### config.mk
export PLATFORM = sky130hd
export DESIGN_NAME = wofs_top
export DESIGN_NICKNAME = d
export VERILOG_FILES = /design/src/hw/wofs_top.v
export VERILOG_INCLUDE_DIRS = /design/src /design/src/hw
export SDC_FILE = /design/constraint.sdc
export NUM_CORES = 1
export LEC_CHECK = 0
export BUFFER_PORTS_ARGS = -buffer_cell sky130_fd_sc_hd__buf_2
export CAP_MARGIN = 20
export CORE_ASPECT_RATIO = 0.7
export CORE_MARGIN = 8
export CORE_UTILIZATION = 58
export CTS_CLUSTER_SIZE = 25
export DETAILED_ROUTE_END_ITERATION = 10
export PLACE_DENSITY = 0.79
export SYNTH_ARGS = -nofsm -noshare
export SYNTH_HDL_FRONTEND = slang
export SYNTH_SLANG_ARGS = --single-unit
### constraint.sdc
create_clock -name SYS_CLK_I -period 3.4 [get_ports SYS_CLK_I]
set_input_delay 0.17 -clock SYS_CLK_I [delete_from_list [all_inputs] [get_ports SYS_CLK_I]]
set_output_delay 0.17 -clock SYS_CLK_I [all_outputs]
set_load 0.05 [all_outputs]
### src/hw/wofs_defines.vh
// Constants for the weld output function selector.
`ifndef WOFS_DEFINES_VH
`define WOFS_DEFINES_VH
// ==========================================================
// Function codes
`define WOFS_FN_THERMAL 5'h0B
`define WOFS_FN_FLASH 5'h0C
`define WOFS_FN_FLASH_VALVE 5'h0D
`define WOFS_FN_FLASH_BREAK 5'h0E
`define WOFS_FN_HW_FAULT 5'h0F
`define WOFS_FN_PHASE_FAULT 5'h10
`define WOFS_FN_GEN_FAULT 5'h11
`define WOFS_FN_FULL_COND 5'h12
`define WOFS_FN_WELD_ONLY 5'h13
`define WOFS_FN_INTERLOCK 5'h14
`define WOFS_FN_SEND_ALL 5'h16
`define WOFS_FN_SEND_OUT 5'h17
`define WOFS_FN_SHOW_OUT 5'h18
`define WOFS_FN_SHOW_ALL 5'h19
`define WOFS_FN_HOLD_PART 5'h1A
`define WOFS_FN_BREAK_VALVE 5'h1B
`define WOFS_FN_EOS_VALVE 5'h1C
// ==========================================================
// Error number reported for a phase fault
`define WOFS_ERR_PHASE 8'h1A
// ==========================================================
// Timing
`define WOFS_CLK_HZ 125000000
`define WOFS_TICK_HZ 1000
`define WOFS_TICK_DIV (`WOFS_CLK_HZ / `WOFS_TICK_HZ)
`define WOFS_VALVE_MS 500
`define WOFS_VALVE_TICKS (`WOFS_VALVE_MS * `WOFS_TICK_HZ / 1000)
`define WOFS_FLASH_TICKS 250
// The same counts at the widths of the counters that use them: the divider wraps at
// TICK_DIV - 1, the flash phase ends at FLASH_TICKS - 1, and the valve loads VALVE_TICKS.
`define WOFS_TICK_LAST 17'h1E847
`define WOFS_FLASH_LAST 8'hF9
`define WOFS_VALVE_LOAD 10'h1F4
`endif

### src/hw/wofs_top.v
// Programmable output function decoder for a weld sequence control.
// Operation
// - Code 15: output on hardware or relay fault.
// - Code 16: output on shorted thyristor/phase loss.
// - Code 17: output on general faults.
// - Code 18: output on full conduction.
// - Code 19: output in weld, mode, inhibit closed.
// - Code 20: output after squeeze through weld.
// - Code 13: flash indicator, valve pulse when out.
// - Code 14: flash indicator, abort sequence when out.
// - Code 22: send after out weld or last.
// - Code 23: send result only when out.
// - Code 24: flash, indicate, show current when out.
// - Code 25: indicate result, end, show current.
// - Code 26: flash, stop in hold when out.
// - Code 27: flash, abort, valve pulse when out.
// - Code 28: valve pulse on good weld end.
// - Code 11: output while thermal switch open.
// - Code 12: flash indicator when out.
`timescale 1ns/1ps
`default_nettype none
`include "wofs_defines.vh"
module wofs_top (
    input wire SYS_CLK_I,
    input wire SYS_RST_I,
    input wire [4:0] FUNC_CODE_I,
    input wire SQUEEZE_I,
    input wire WELD_I,
    input wire HOLD_I,
    input wire WELD_MODE_I,
    input wire WELD_INHIBIT_INPUT_I,
    input wire HW_FAULT_I,
    input wire RELAY_FAULT_I,
    input wire THYRISTOR_SHORT_I,
    input wire SECOND_LINE_PHASE_MISSING_I,
    input wire THERMAL_LIMIT_SWITCH_OPEN_I,
    input wire MEMORY_FAULT_I,
    input wire LINE_VOLTAGE_COMPENSATION_FAULT_I,
    input wire STEPPER_END_I,
    input wire FULL_CONDUCTION_I,
    input wire RESULT_VALID_I,
    input wire CURRENT_WINDOW_RESULT_I,
    input wire LAST_WELD_I,
    input wire SERIAL_FITTED_I,
    output reg PROG_OUT_O,
    output reg INDICATOR_O,
    output reg VALVE3_O,
    output reg ABORT_O,
    output reg HOLD_STOP_O,
    output reg SEND_O,
    output reg SHOW_CURRENT_O,
    output reg SEQUENCE_COMPLETE_O,
    output reg [7:0] ERROR_CODE_O
);
    // ==========================================================
    // Input synchronisers
    localparam NS = 18;
    wire [NS-1:0] raw = {SQUEEZE_I, WELD_I, HOLD_I, WELD_MODE_I, WELD_INHIBIT_INPUT_I, HW_FAULT_I,
                         RELAY_FAULT_I, THYRISTOR_SHORT_I, SECOND_LINE_PHASE_MISSING_I,
                         THERMAL_LIMIT_SWITCH_OPEN_I, MEMORY_FAULT_I, LINE_VOLTAGE_COMPENSATION_FAULT_I,
                         STEPPER_END_I, FULL_CONDUCTION_I, RESULT_VALID_I, CURRENT_WINDOW_RESULT_I,
                         LAST_WELD_I, SERIAL_FITTED_I};
    reg [NS-1:0] meta;
    reg [NS-1:0] s;
    reg [4:0] code_meta;
    reg [4:0] code;
    always @(posedge SYS_CLK_I or posedge SYS_RST_I) begin
        if (SYS_RST_I) begin
            meta <= {NS{1'b0}};
            s <= {NS{1'b0}};
            code_meta <= 5'h00;
            code <= 5'h00;
        end else begin
            meta <= raw;
            s <= meta;
            code_meta <= FUNC_CODE_I;
            code <= code_meta;
        end
    end
    wire squeeze = s[17];
    wire weld = s[16];
    wire hold = s[15];
    wire weld_mode = s[14];
    // The inhibit input reads high when closed to ground.
    wire inhibit_closed = s[13];
    wire hw_fault = s[12];
    wire relay_fault = s[11];
    wire thy_short = s[10];
    wire phase_missing = s[9];
    wire thermal_open = s[8];
    wire mem_fault = s[7];
    wire comp_fault = s[6];
    wire stepper_end = s[5];
    wire full_cond = s[4];
    wire result_valid = s[3];
    // High means current lies outside the limit window.
    wire out_of_window = s[2];
    wire last_weld = s[1];
    wire serial_fitted = s[0];

    // ==========================================================
    // Timebase tick and derived flash
    reg [16:0] div;
    reg tick;
    reg [7:0] flash_cnt;
    reg flash;
    always @(posedge SYS_CLK_I or posedge SYS_RST_I) begin
        if (SYS_RST_I) begin
            div <= 17'h00000;
            tick <= 1'b0;
            flash_cnt <= 8'h00;
            // Flash starts lit so an out-of-window result shows at once, not a quarter second later.
            flash <= 1'b1;
        end else begin
            tick <= (div == `WOFS_TICK_LAST);
            div <= (div == `WOFS_TICK_LAST) ? 17'h00000 : div + 17'h00001;
            if (tick) begin
                if (flash_cnt == `WOFS_FLASH_LAST) begin
                    flash_cnt <= 8'h00;
                    flash <= ~flash;
                end else begin
                    flash_cnt <= flash_cnt + 8'h01;
                end
            end
        end
    end

    // ==========================================================
    // Decode
    // Results arrive as a level held for several cycles after each weld; edge-detect it so every
    // measured weld counts as exactly one event.
    reg valid_d;
    wire result_evt = result_valid & ~valid_d;
    wire bad_evt = result_evt & out_of_window;
    wire good_evt = result_evt & ~out_of_window;
    reg [4:0] sel;
    reg next_out;
    reg next_flash_req;
    reg next_abort;
    reg next_hold;
    reg next_send;
    reg next_show;
    reg next_eos;
    reg valve_start;
    reg latched_bad;
    reg squeeze_done;
    reg weld_d;
    always @* begin
        sel = code;
        next_out = 1'b0;
        next_flash_req = 1'b0;
        next_abort = 1'b0;
        next_hold = 1'b0;
        next_send = 1'b0;
        next_show = 1'b0;
        next_eos = 1'b0;
        valve_start = 1'b0;
        case (sel)
            `WOFS_FN_THERMAL: next_out = thermal_open;
            `WOFS_FN_FLASH: next_flash_req = latched_bad;
            `WOFS_FN_FLASH_VALVE: begin
                next_flash_req = latched_bad;
                valve_start = bad_evt;
            end
            `WOFS_FN_FLASH_BREAK: begin
                next_flash_req = latched_bad;
                next_abort = bad_evt;
            end
            `WOFS_FN_HW_FAULT: next_out = hw_fault | relay_fault;
            `WOFS_FN_PHASE_FAULT: next_out = thy_short | phase_missing;
            `WOFS_FN_GEN_FAULT: next_out = thermal_open | mem_fault | comp_fault | stepper_end;
            `WOFS_FN_FULL_COND: next_out = full_cond;
            `WOFS_FN_WELD_ONLY: next_out = weld & weld_mode & inhibit_closed;
            `WOFS_FN_INTERLOCK: next_out = (squeeze_done & ~squeeze & ~weld_d) | weld;
            `WOFS_FN_SEND_ALL: next_send = serial_fitted & (bad_evt | (result_evt & last_weld));
            `WOFS_FN_SEND_OUT: next_send = serial_fitted & bad_evt;
            `WOFS_FN_SHOW_OUT: begin
                next_flash_req = latched_bad;
                next_show = latched_bad;
            end
            `WOFS_FN_SHOW_ALL: begin
                next_show = 1'b1;
                next_eos = result_evt & last_weld;
            end
            `WOFS_FN_HOLD_PART: begin
                next_flash_req = latched_bad;
                next_hold = latched_bad & hold;
            end
            `WOFS_FN_BREAK_VALVE: begin
                next_flash_req = latched_bad;
                next_abort = bad_evt;
                valve_start = bad_evt;
            end
            `WOFS_FN_EOS_VALVE: begin
                valve_start = good_evt & weld_mode & inhibit_closed;
                next_eos = valve_start;
            end
            default: next_out = 1'b0;
        endcase
    end

    // ==========================================================
    // Sequence tracking, valve timer and registered outputs
    reg [9:0] valve_cnt;
    reg [4:0] code_d;
    always @(posedge SYS_CLK_I or posedge SYS_RST_I) begin
        if (SYS_RST_I) begin
            valid_d <= 1'b0;
            weld_d <= 1'b0;
            squeeze_done <= 1'b0;
            latched_bad <= 1'b0;
            valve_cnt <= 10'h000;
            code_d <= 5'h00;
            PROG_OUT_O <= 1'b0;
            INDICATOR_O <= 1'b0;
            VALVE3_O <= 1'b0;
            ABORT_O <= 1'b0;
            HOLD_STOP_O <= 1'b0;
            SEND_O <= 1'b0;
            SHOW_CURRENT_O <= 1'b0;
            SEQUENCE_COMPLETE_O <= 1'b0;
            ERROR_CODE_O <= 8'h00;
        end else begin
            valid_d <= result_valid;
            weld_d <= weld;
            code_d <= code;
            // Set through squeeze and cleared as weld falls, or by hold when a sequence
            // skips its weld, so the interlock never outlives the weld interval.
            if (squeeze) begin
                squeeze_done <= 1'b1;
            end else if (~weld & (weld_d | hold)) begin
                squeeze_done <= 1'b0;
            end
            // The last result is held until the next measurement replaces it.
            if (result_evt) begin
                latched_bad <= out_of_window;
            end
            // A code change ends any running pulse so only one function acts.
            if (code != code_d) begin
                valve_cnt <= 10'h000;
            end else if (valve_start && valve_cnt == 10'h000) begin
                valve_cnt <= `WOFS_VALVE_LOAD;
            end else if (tick && valve_cnt != 10'h000) begin
                valve_cnt <= valve_cnt - 10'h001;
            end
            VALVE3_O <= (valve_cnt != 10'h000);
            PROG_OUT_O <= next_out;
            INDICATOR_O <= next_flash_req & (flash | sel == `WOFS_FN_SHOW_ALL) |
                           (sel == `WOFS_FN_SHOW_ALL & latched_bad);
            ABORT_O <= next_abort;
            HOLD_STOP_O <= next_hold;
            SEND_O <= next_send;
            SHOW_CURRENT_O <= next_show;
            SEQUENCE_COMPLETE_O <= next_eos;
            ERROR_CODE_O <= (thy_short | phase_missing) ? `WOFS_ERR_PHASE : 8'h00;
        end
    end
endmodule
`default_nettype wire

-- After elaboration in Yosys (flattened, before gate mapping)
Index checks and enable logic that the tools add are counted.
- mux-type cells: 16
- reduce and logical (&&, ||, !) cells: 10
- bitwise operators: 32
- add/subtract/negate cells: 3
- equal/unequal tests: 20
- operators with widths (cell ; number):
    == test 5 bit, second input constant ; 12
    two-way mux 10 bit ; 3
    == test 5 x 4 -> 1 bit, second input constant ; 5
    adder 17 x 1 -> 17 bit, second input constant ; 1
    == test 17 bit, second input constant ; 1
    two-way mux 17 bit ; 1
    bitwise AND 1 bit ; 16
    logical NOT 10 bit ; 1
    bitwise OR 1 bit ; 10
    nonzero test 10 bit ; 1
    subtractor 10 x 1 -> 10 bit, second input constant ; 1
    adder 8 x 1 -> 8 bit, second input constant ; 1
    == test 8 bit, second input constant ; 1
    two-way mux 8 bit ; 1
    one-hot mux 1 bit (2 select lines) ; 4
    one-hot mux 1 bit (7 select lines) ; 1
    inverter 1 bit ; 6
    OR reduction 6 bit ; 1
    two-way mux 1 bit ; 5
    two-way mux 5 bit ; 1
    != test 5 bit ; 1
    OR reduction 2 bit ; 2
    nonzero test 3 bit ; 1
    logical AND 1 bit ; 2
    other kinds (2) ; 2
- input port bits: 25
- register bits: 105

-- Longest topological paths before layout
- word-level depth: 9
- depth in mapped cells: 8
- depth with buffers taken out: 8

-- Worst setup path after synthesis
Ideal clock, no wire load.
- path kind: register to register
- start point: register valve_cnt[0]
- end point: register valve_cnt[0]
- data required time: 3.318 ns
- data arrival time: 1.641 ns
- buffers on the path: 0
- stages on the path, launching flop included: 9
- path slack: 1.677 ns
- library setup time: 0.082 ns
- clock period less this slack: 1.723 ns
- cell sequence: dfrtp_1 > inv_1 > ha_1 > nor4b_2 > and3_2 > inv_2 > nor3_2 > o21ai_0 > a21oi_1
- longest elaborated chain between the ends: 4
- elaborated cells on any way between the ends: 9
- classes of those cells: 1 x add/sub; 3 x mux; 5 x reduce/logical
- ends and longest elaborated chain (element ; line ; RTL):
    start: declaration ; wofs_top.v:204 ; reg [9:0] valve_cnt;
    start signal: assignment ; wofs_top.v:242 ; valve_cnt <= `WOFS_VALVE_LOAD;
    start signal: assignment ; wofs_top.v:244 ; valve_cnt <= valve_cnt - 10'h001;
    subtractor 10 x 1 -> 10 bit / logical NOT 10 bit (equally long branches) ; wofs_top.v:244, wofs_top.v:241 ;
    two-way mux 10 bit / logical AND 1 bit (equally long branches) ; wofs_top.v:243, wofs_top.v:241 ;
    two-way mux 10 bit ; wofs_top.v:241 ; end else if (valve_start && valve_cnt == 10'h000) begin
    two-way mux 10 bit ; wofs_top.v:239 ; if (code != code_d) begin
Several ways; a longest one is shown, not always the timed one. The select of a mux whose other input is x is not followed.
A chain may end at the register's enable or synchronous reset.

-- Worst setup path in the final report
- start point: register tick
- end point: register valve_cnt[9]
- longest elaborated chain between the ends: 2
- ends and longest elaborated chain (element ; line ; RTL):
    start: declaration ; wofs_top.v:104 ; reg tick;
    start signal: assignment ; wofs_top.v:115 ; tick <= (div == `WOFS_TICK_LAST);
    logical AND 1 bit ; wofs_top.v:243 ; end else if (tick && valve_cnt != 10'h000) begin
    nonzero test 3 bit (no line) ; n/a ;
Every way passes these cells.

==> flow_summary_export.csv <==
group,metric,value,unit
setup_path,worstPathArrival,2.44,ns
detailed_routing,dr_total_vias,2504,
global_route,grt_max_degree,52,
timing,fin_setup_tns,0,ns
timing,worst_pin_slew,0.672,ns
placement,dp_hpwl,4810,um
die,rows,25,
die,io_pins,41,
power,total_leakage_power,2.08,nW
die,dieArea,9620,sq um
timing,post-route-period-util,0.635,
timing,finalSetupViolations,0,
power,ir_drop,0.274,mV
detailed_routing,vias_per_cell,5.21,
timing,slew_viol_final,0,
finish,diodes,0,
setup_path,cp_cell_sequence,"or3b_1 -> nor4_4 -> nand2_1 -> or3_1 -> a21oi_1",
detailed_routing,dr.first_iter.drc_count,104,
clock_network,root_buffer,"clkbuf_8",
detailed_routing,dr.pass1.iters,4,
setup_path,worstSetupPathType,"reg -> reg",
global_route,grt_first_pass_wirelength,11800,um
timing,finalHoldViolCount,0,
synthesis,synth-simple-area-share,0.186,
die,start_util,0.586,
setup_path,startpoint_type,"register",
placement,io_buffers,35,
setup_path,worstPathMaxFanout,24,
finish,fillers,495,
synthesis,synth_area,3890,sq um
synthesis,seq_area_frac_synth,0.650,
die,die_width,114,um
clock_network,cts_tree,"yes",
global_route,antenna_found_initial,0,
placement,gp_congestion,0.884,
die,die_y,84.5,um
synthesis,ys.flop_type,"dfrtp_1",
setup_path,crit_path_end_kind,"register",
setup_path,required,3.68,ns
synthesis,yosys.area_share.xor_xnor,0.0495,
synthesis,synth_top_family_by_area,"simple AND/OR/NAND/NOR gates",
timing,post-route-min-period,2.16,ns
synthesis,synth_warnings,0,
setup_path,cpPeakStageDelay,0.79,ns
synthesis,synth_compound_area_frac,0.0631,
finish,finalNetCount,411,
power,cellPowerDensity,458,nW/um^2
synthesis,syn_area_per_cell,12.2,sq um
synthesis,synth_fa_ha_area_frac,0.0129,
flow_run,max_cap_violations,0,
detailed_routing,wl_per_cell,14.7,um
global_route,grt_usage,0.156,
clock_network,clock_latency,0.36,ns
detailed_routing,final_antenna_net_count,0,
clock_network,clock_sinks,101,
status,outcome,"finished, final reports clean",
detailed_routing,route.detailed.drc,0,
clock_network,cts_buffers,9,
setup_path,cpMaxStageDelayCell,"dfrtp_1",
clock_network,clock_path_buffers,2,
finish,drive_gt1_frac,0.173,
hold_path,hp-class,"reg -> reg",
finish,area_growth_syn_to_layout,17.9,%
timing,fmax,0.463,GHz
synthesis,synthDistinctLibCells,54,
timing,grt_setup_unrepaired,"no",
global_route,overflow,0,
synthesis,synthMuxAreaShare,0.0132,
synthesis,synth-seq-cells,101,
detailed_routing,wirelength,7070,um
clock_network,htree_levels,3,
synthesis,synthCells,318,
die,core_area,6630,sq um
timing,relSlewSlack,0.552,
timing,fin_skew,0.0155,ns
clock_network,clk_pin_slew_worst_paths,0.11,ns
synthesis,synth-async-reset-ratio,1.00,
global_route,grt_pass1_vias,2469,
synthesis,synth_edf_count,0,
power,total_power,2.10,mW
-- power breakdown --
part	switching (mW)	total (mW)	leakage, nW	internal (mW)
Clock	0.432	0.722	0.101	0.289
Sequential	0.0230	1.26	1.26	1.24
Combinational	0.0711	0.118	0.721	0.0466
Total	0.526	2.10	2.08	1.57
-- worst max-delay path, delay by kind of cell, from the launching register on --
kind               cells  cell delay (ns)
AOI/OAI and AO/OA      1             0.14
and+or+nand+nor        4             1.14
DFF                    1             0.79
-- layout make-up --
type / count / area (sq um) / share of cell area
clock inverters: 7 / 78.8 / 0.0172
repair buffers: 61 / 430 / 0.0939
clock buffers: 9 / 124 / 0.0270
well taps: 94 / 118 / 0.0257
multi-input cells: 203 / 1280 / 0.279
flip-flops and latches: 101 / 2530 / 0.552
inverters: 6 / 25.0 / 0.00546
-- metrics by stage --
step                       util  area [sq um]  instances  setup WS, ns  hold WS (ns)
after floorplan               -          3900        322         0.585         0.201
after global placement    0.625          4140        441          1.41         0.278
after detailed placement  0.625          4140        441          1.30         0.280
after CTS                 0.691          4580        481          1.28         0.357
after global routing      0.691          4580        481          1.11         0.360
final                     0.691          4580        481          1.24         0.356
-- final timing paths --
path	start	end	slack (ns)	cells past startpoint
min in group asynchronous	SYS_RST_I	flash_cnt[2]	0.42	3
min reg2reg	meta[4]	s[4]	0.36	0
max in group asynchronous	SYS_RST_I	flash	2.17	4
max	tick	valve_cnt[9]	1.24	5
min	meta[4]	s[4]	0.36	0
max reg2reg	tick	valve_cnt[9]	1.24	5
-- state kept, by name, indices dropped and copies added (netlist names), 5 cells and up --
| name | flops |
|---|---|
| code_meta | 5 |
| s | 18 |
| div | 17 |
| meta | 18 |
| valve_cnt | 10 |
| code_d | 5 |
| code | 5 |
| flash_cnt | 8 |
-- layout by cell type (no fill, tap or decap), types with 5 or more instances in the layout --
| master | n |
|---|---|
| xor2_1 | 12 |
| nand4_1 | 5 |
| conb_1 | 5 |
| nor3_1 | 13 |
| nand2b_1 | 7 |
| nor2_1 | 26 |
| nand2_1 | 21 |
| nand3_1 | 13 |
| dlygate4sd3_1 | 24 |
| clkbuf_8 | 9 |
| o21ai_0 | 15 |
| and3_1 | 5 |
| xnor2_1 | 10 |
| dfrtp_1 | 100 |
| buf_2 | 35 |
| a21oi_1 | 17 |
-- cells in the mapped netlist, types with 3 or more instances --
cell,instances,share of area
dfrtp_1,100,0.64
nor2_1,26,0.025
nand2_1,21,0.020
a21oi_1,17,0.022
o21ai_0,15,0.019
nand3_1,13,0.017
nor3_1,13,0.017
xor2_1,12,0.027
xnor2_1,10,0.023
buf_4,7,0.014
nand2b_1,7,0.011
and3_1,5,0.0080
inv_1,5,0.0048
nand4_1,5,0.0080
clkbuf_1,4,0.0039
ha_1,4,0.013
mux2i_1,4,0.010
nor2b_1,3,0.0048
nor4_1,3,0.0048
or3_1,3,0.0048
-- routing by layer --
| metal | up-vias | global-route usage | share of wire | wire length [um] |
|---|---|---|---|---|
| li1 | 1223 | - | - | - |
| met1 | 1212 | 0.205 | 0.47 | 3290 |
| met5 | - | 0 | 0 | 0 |
| met3 | 8 | 0.0566 | 0.052 | 370 |
| met2 | 61 | 0.239 | 0.47 | 3340 |
| met4 | 0 | 0.0445 | 0.0096 | 68 |
-- what timing repair did --
action | CTS | global route
resized for setup | 0 | 0
buffers inserted | 0 | 0
hold buffers | 24 | 0
hold endpoints to repair | 72 | 0
-- logic make-up (layout without fill, tap and decap cells) --
family / after synthesis / in the layout
compound gates: 43 / 43
xor+xnor: 22 / 22
fa+ha+maj: 4 / 4
buf+inv: 18 / 83
flops: 101 / 101
mux: 5 / 5
other cells: 1 / 5
simple gates: 124 / 124
(Power assumes the default switching activity.)
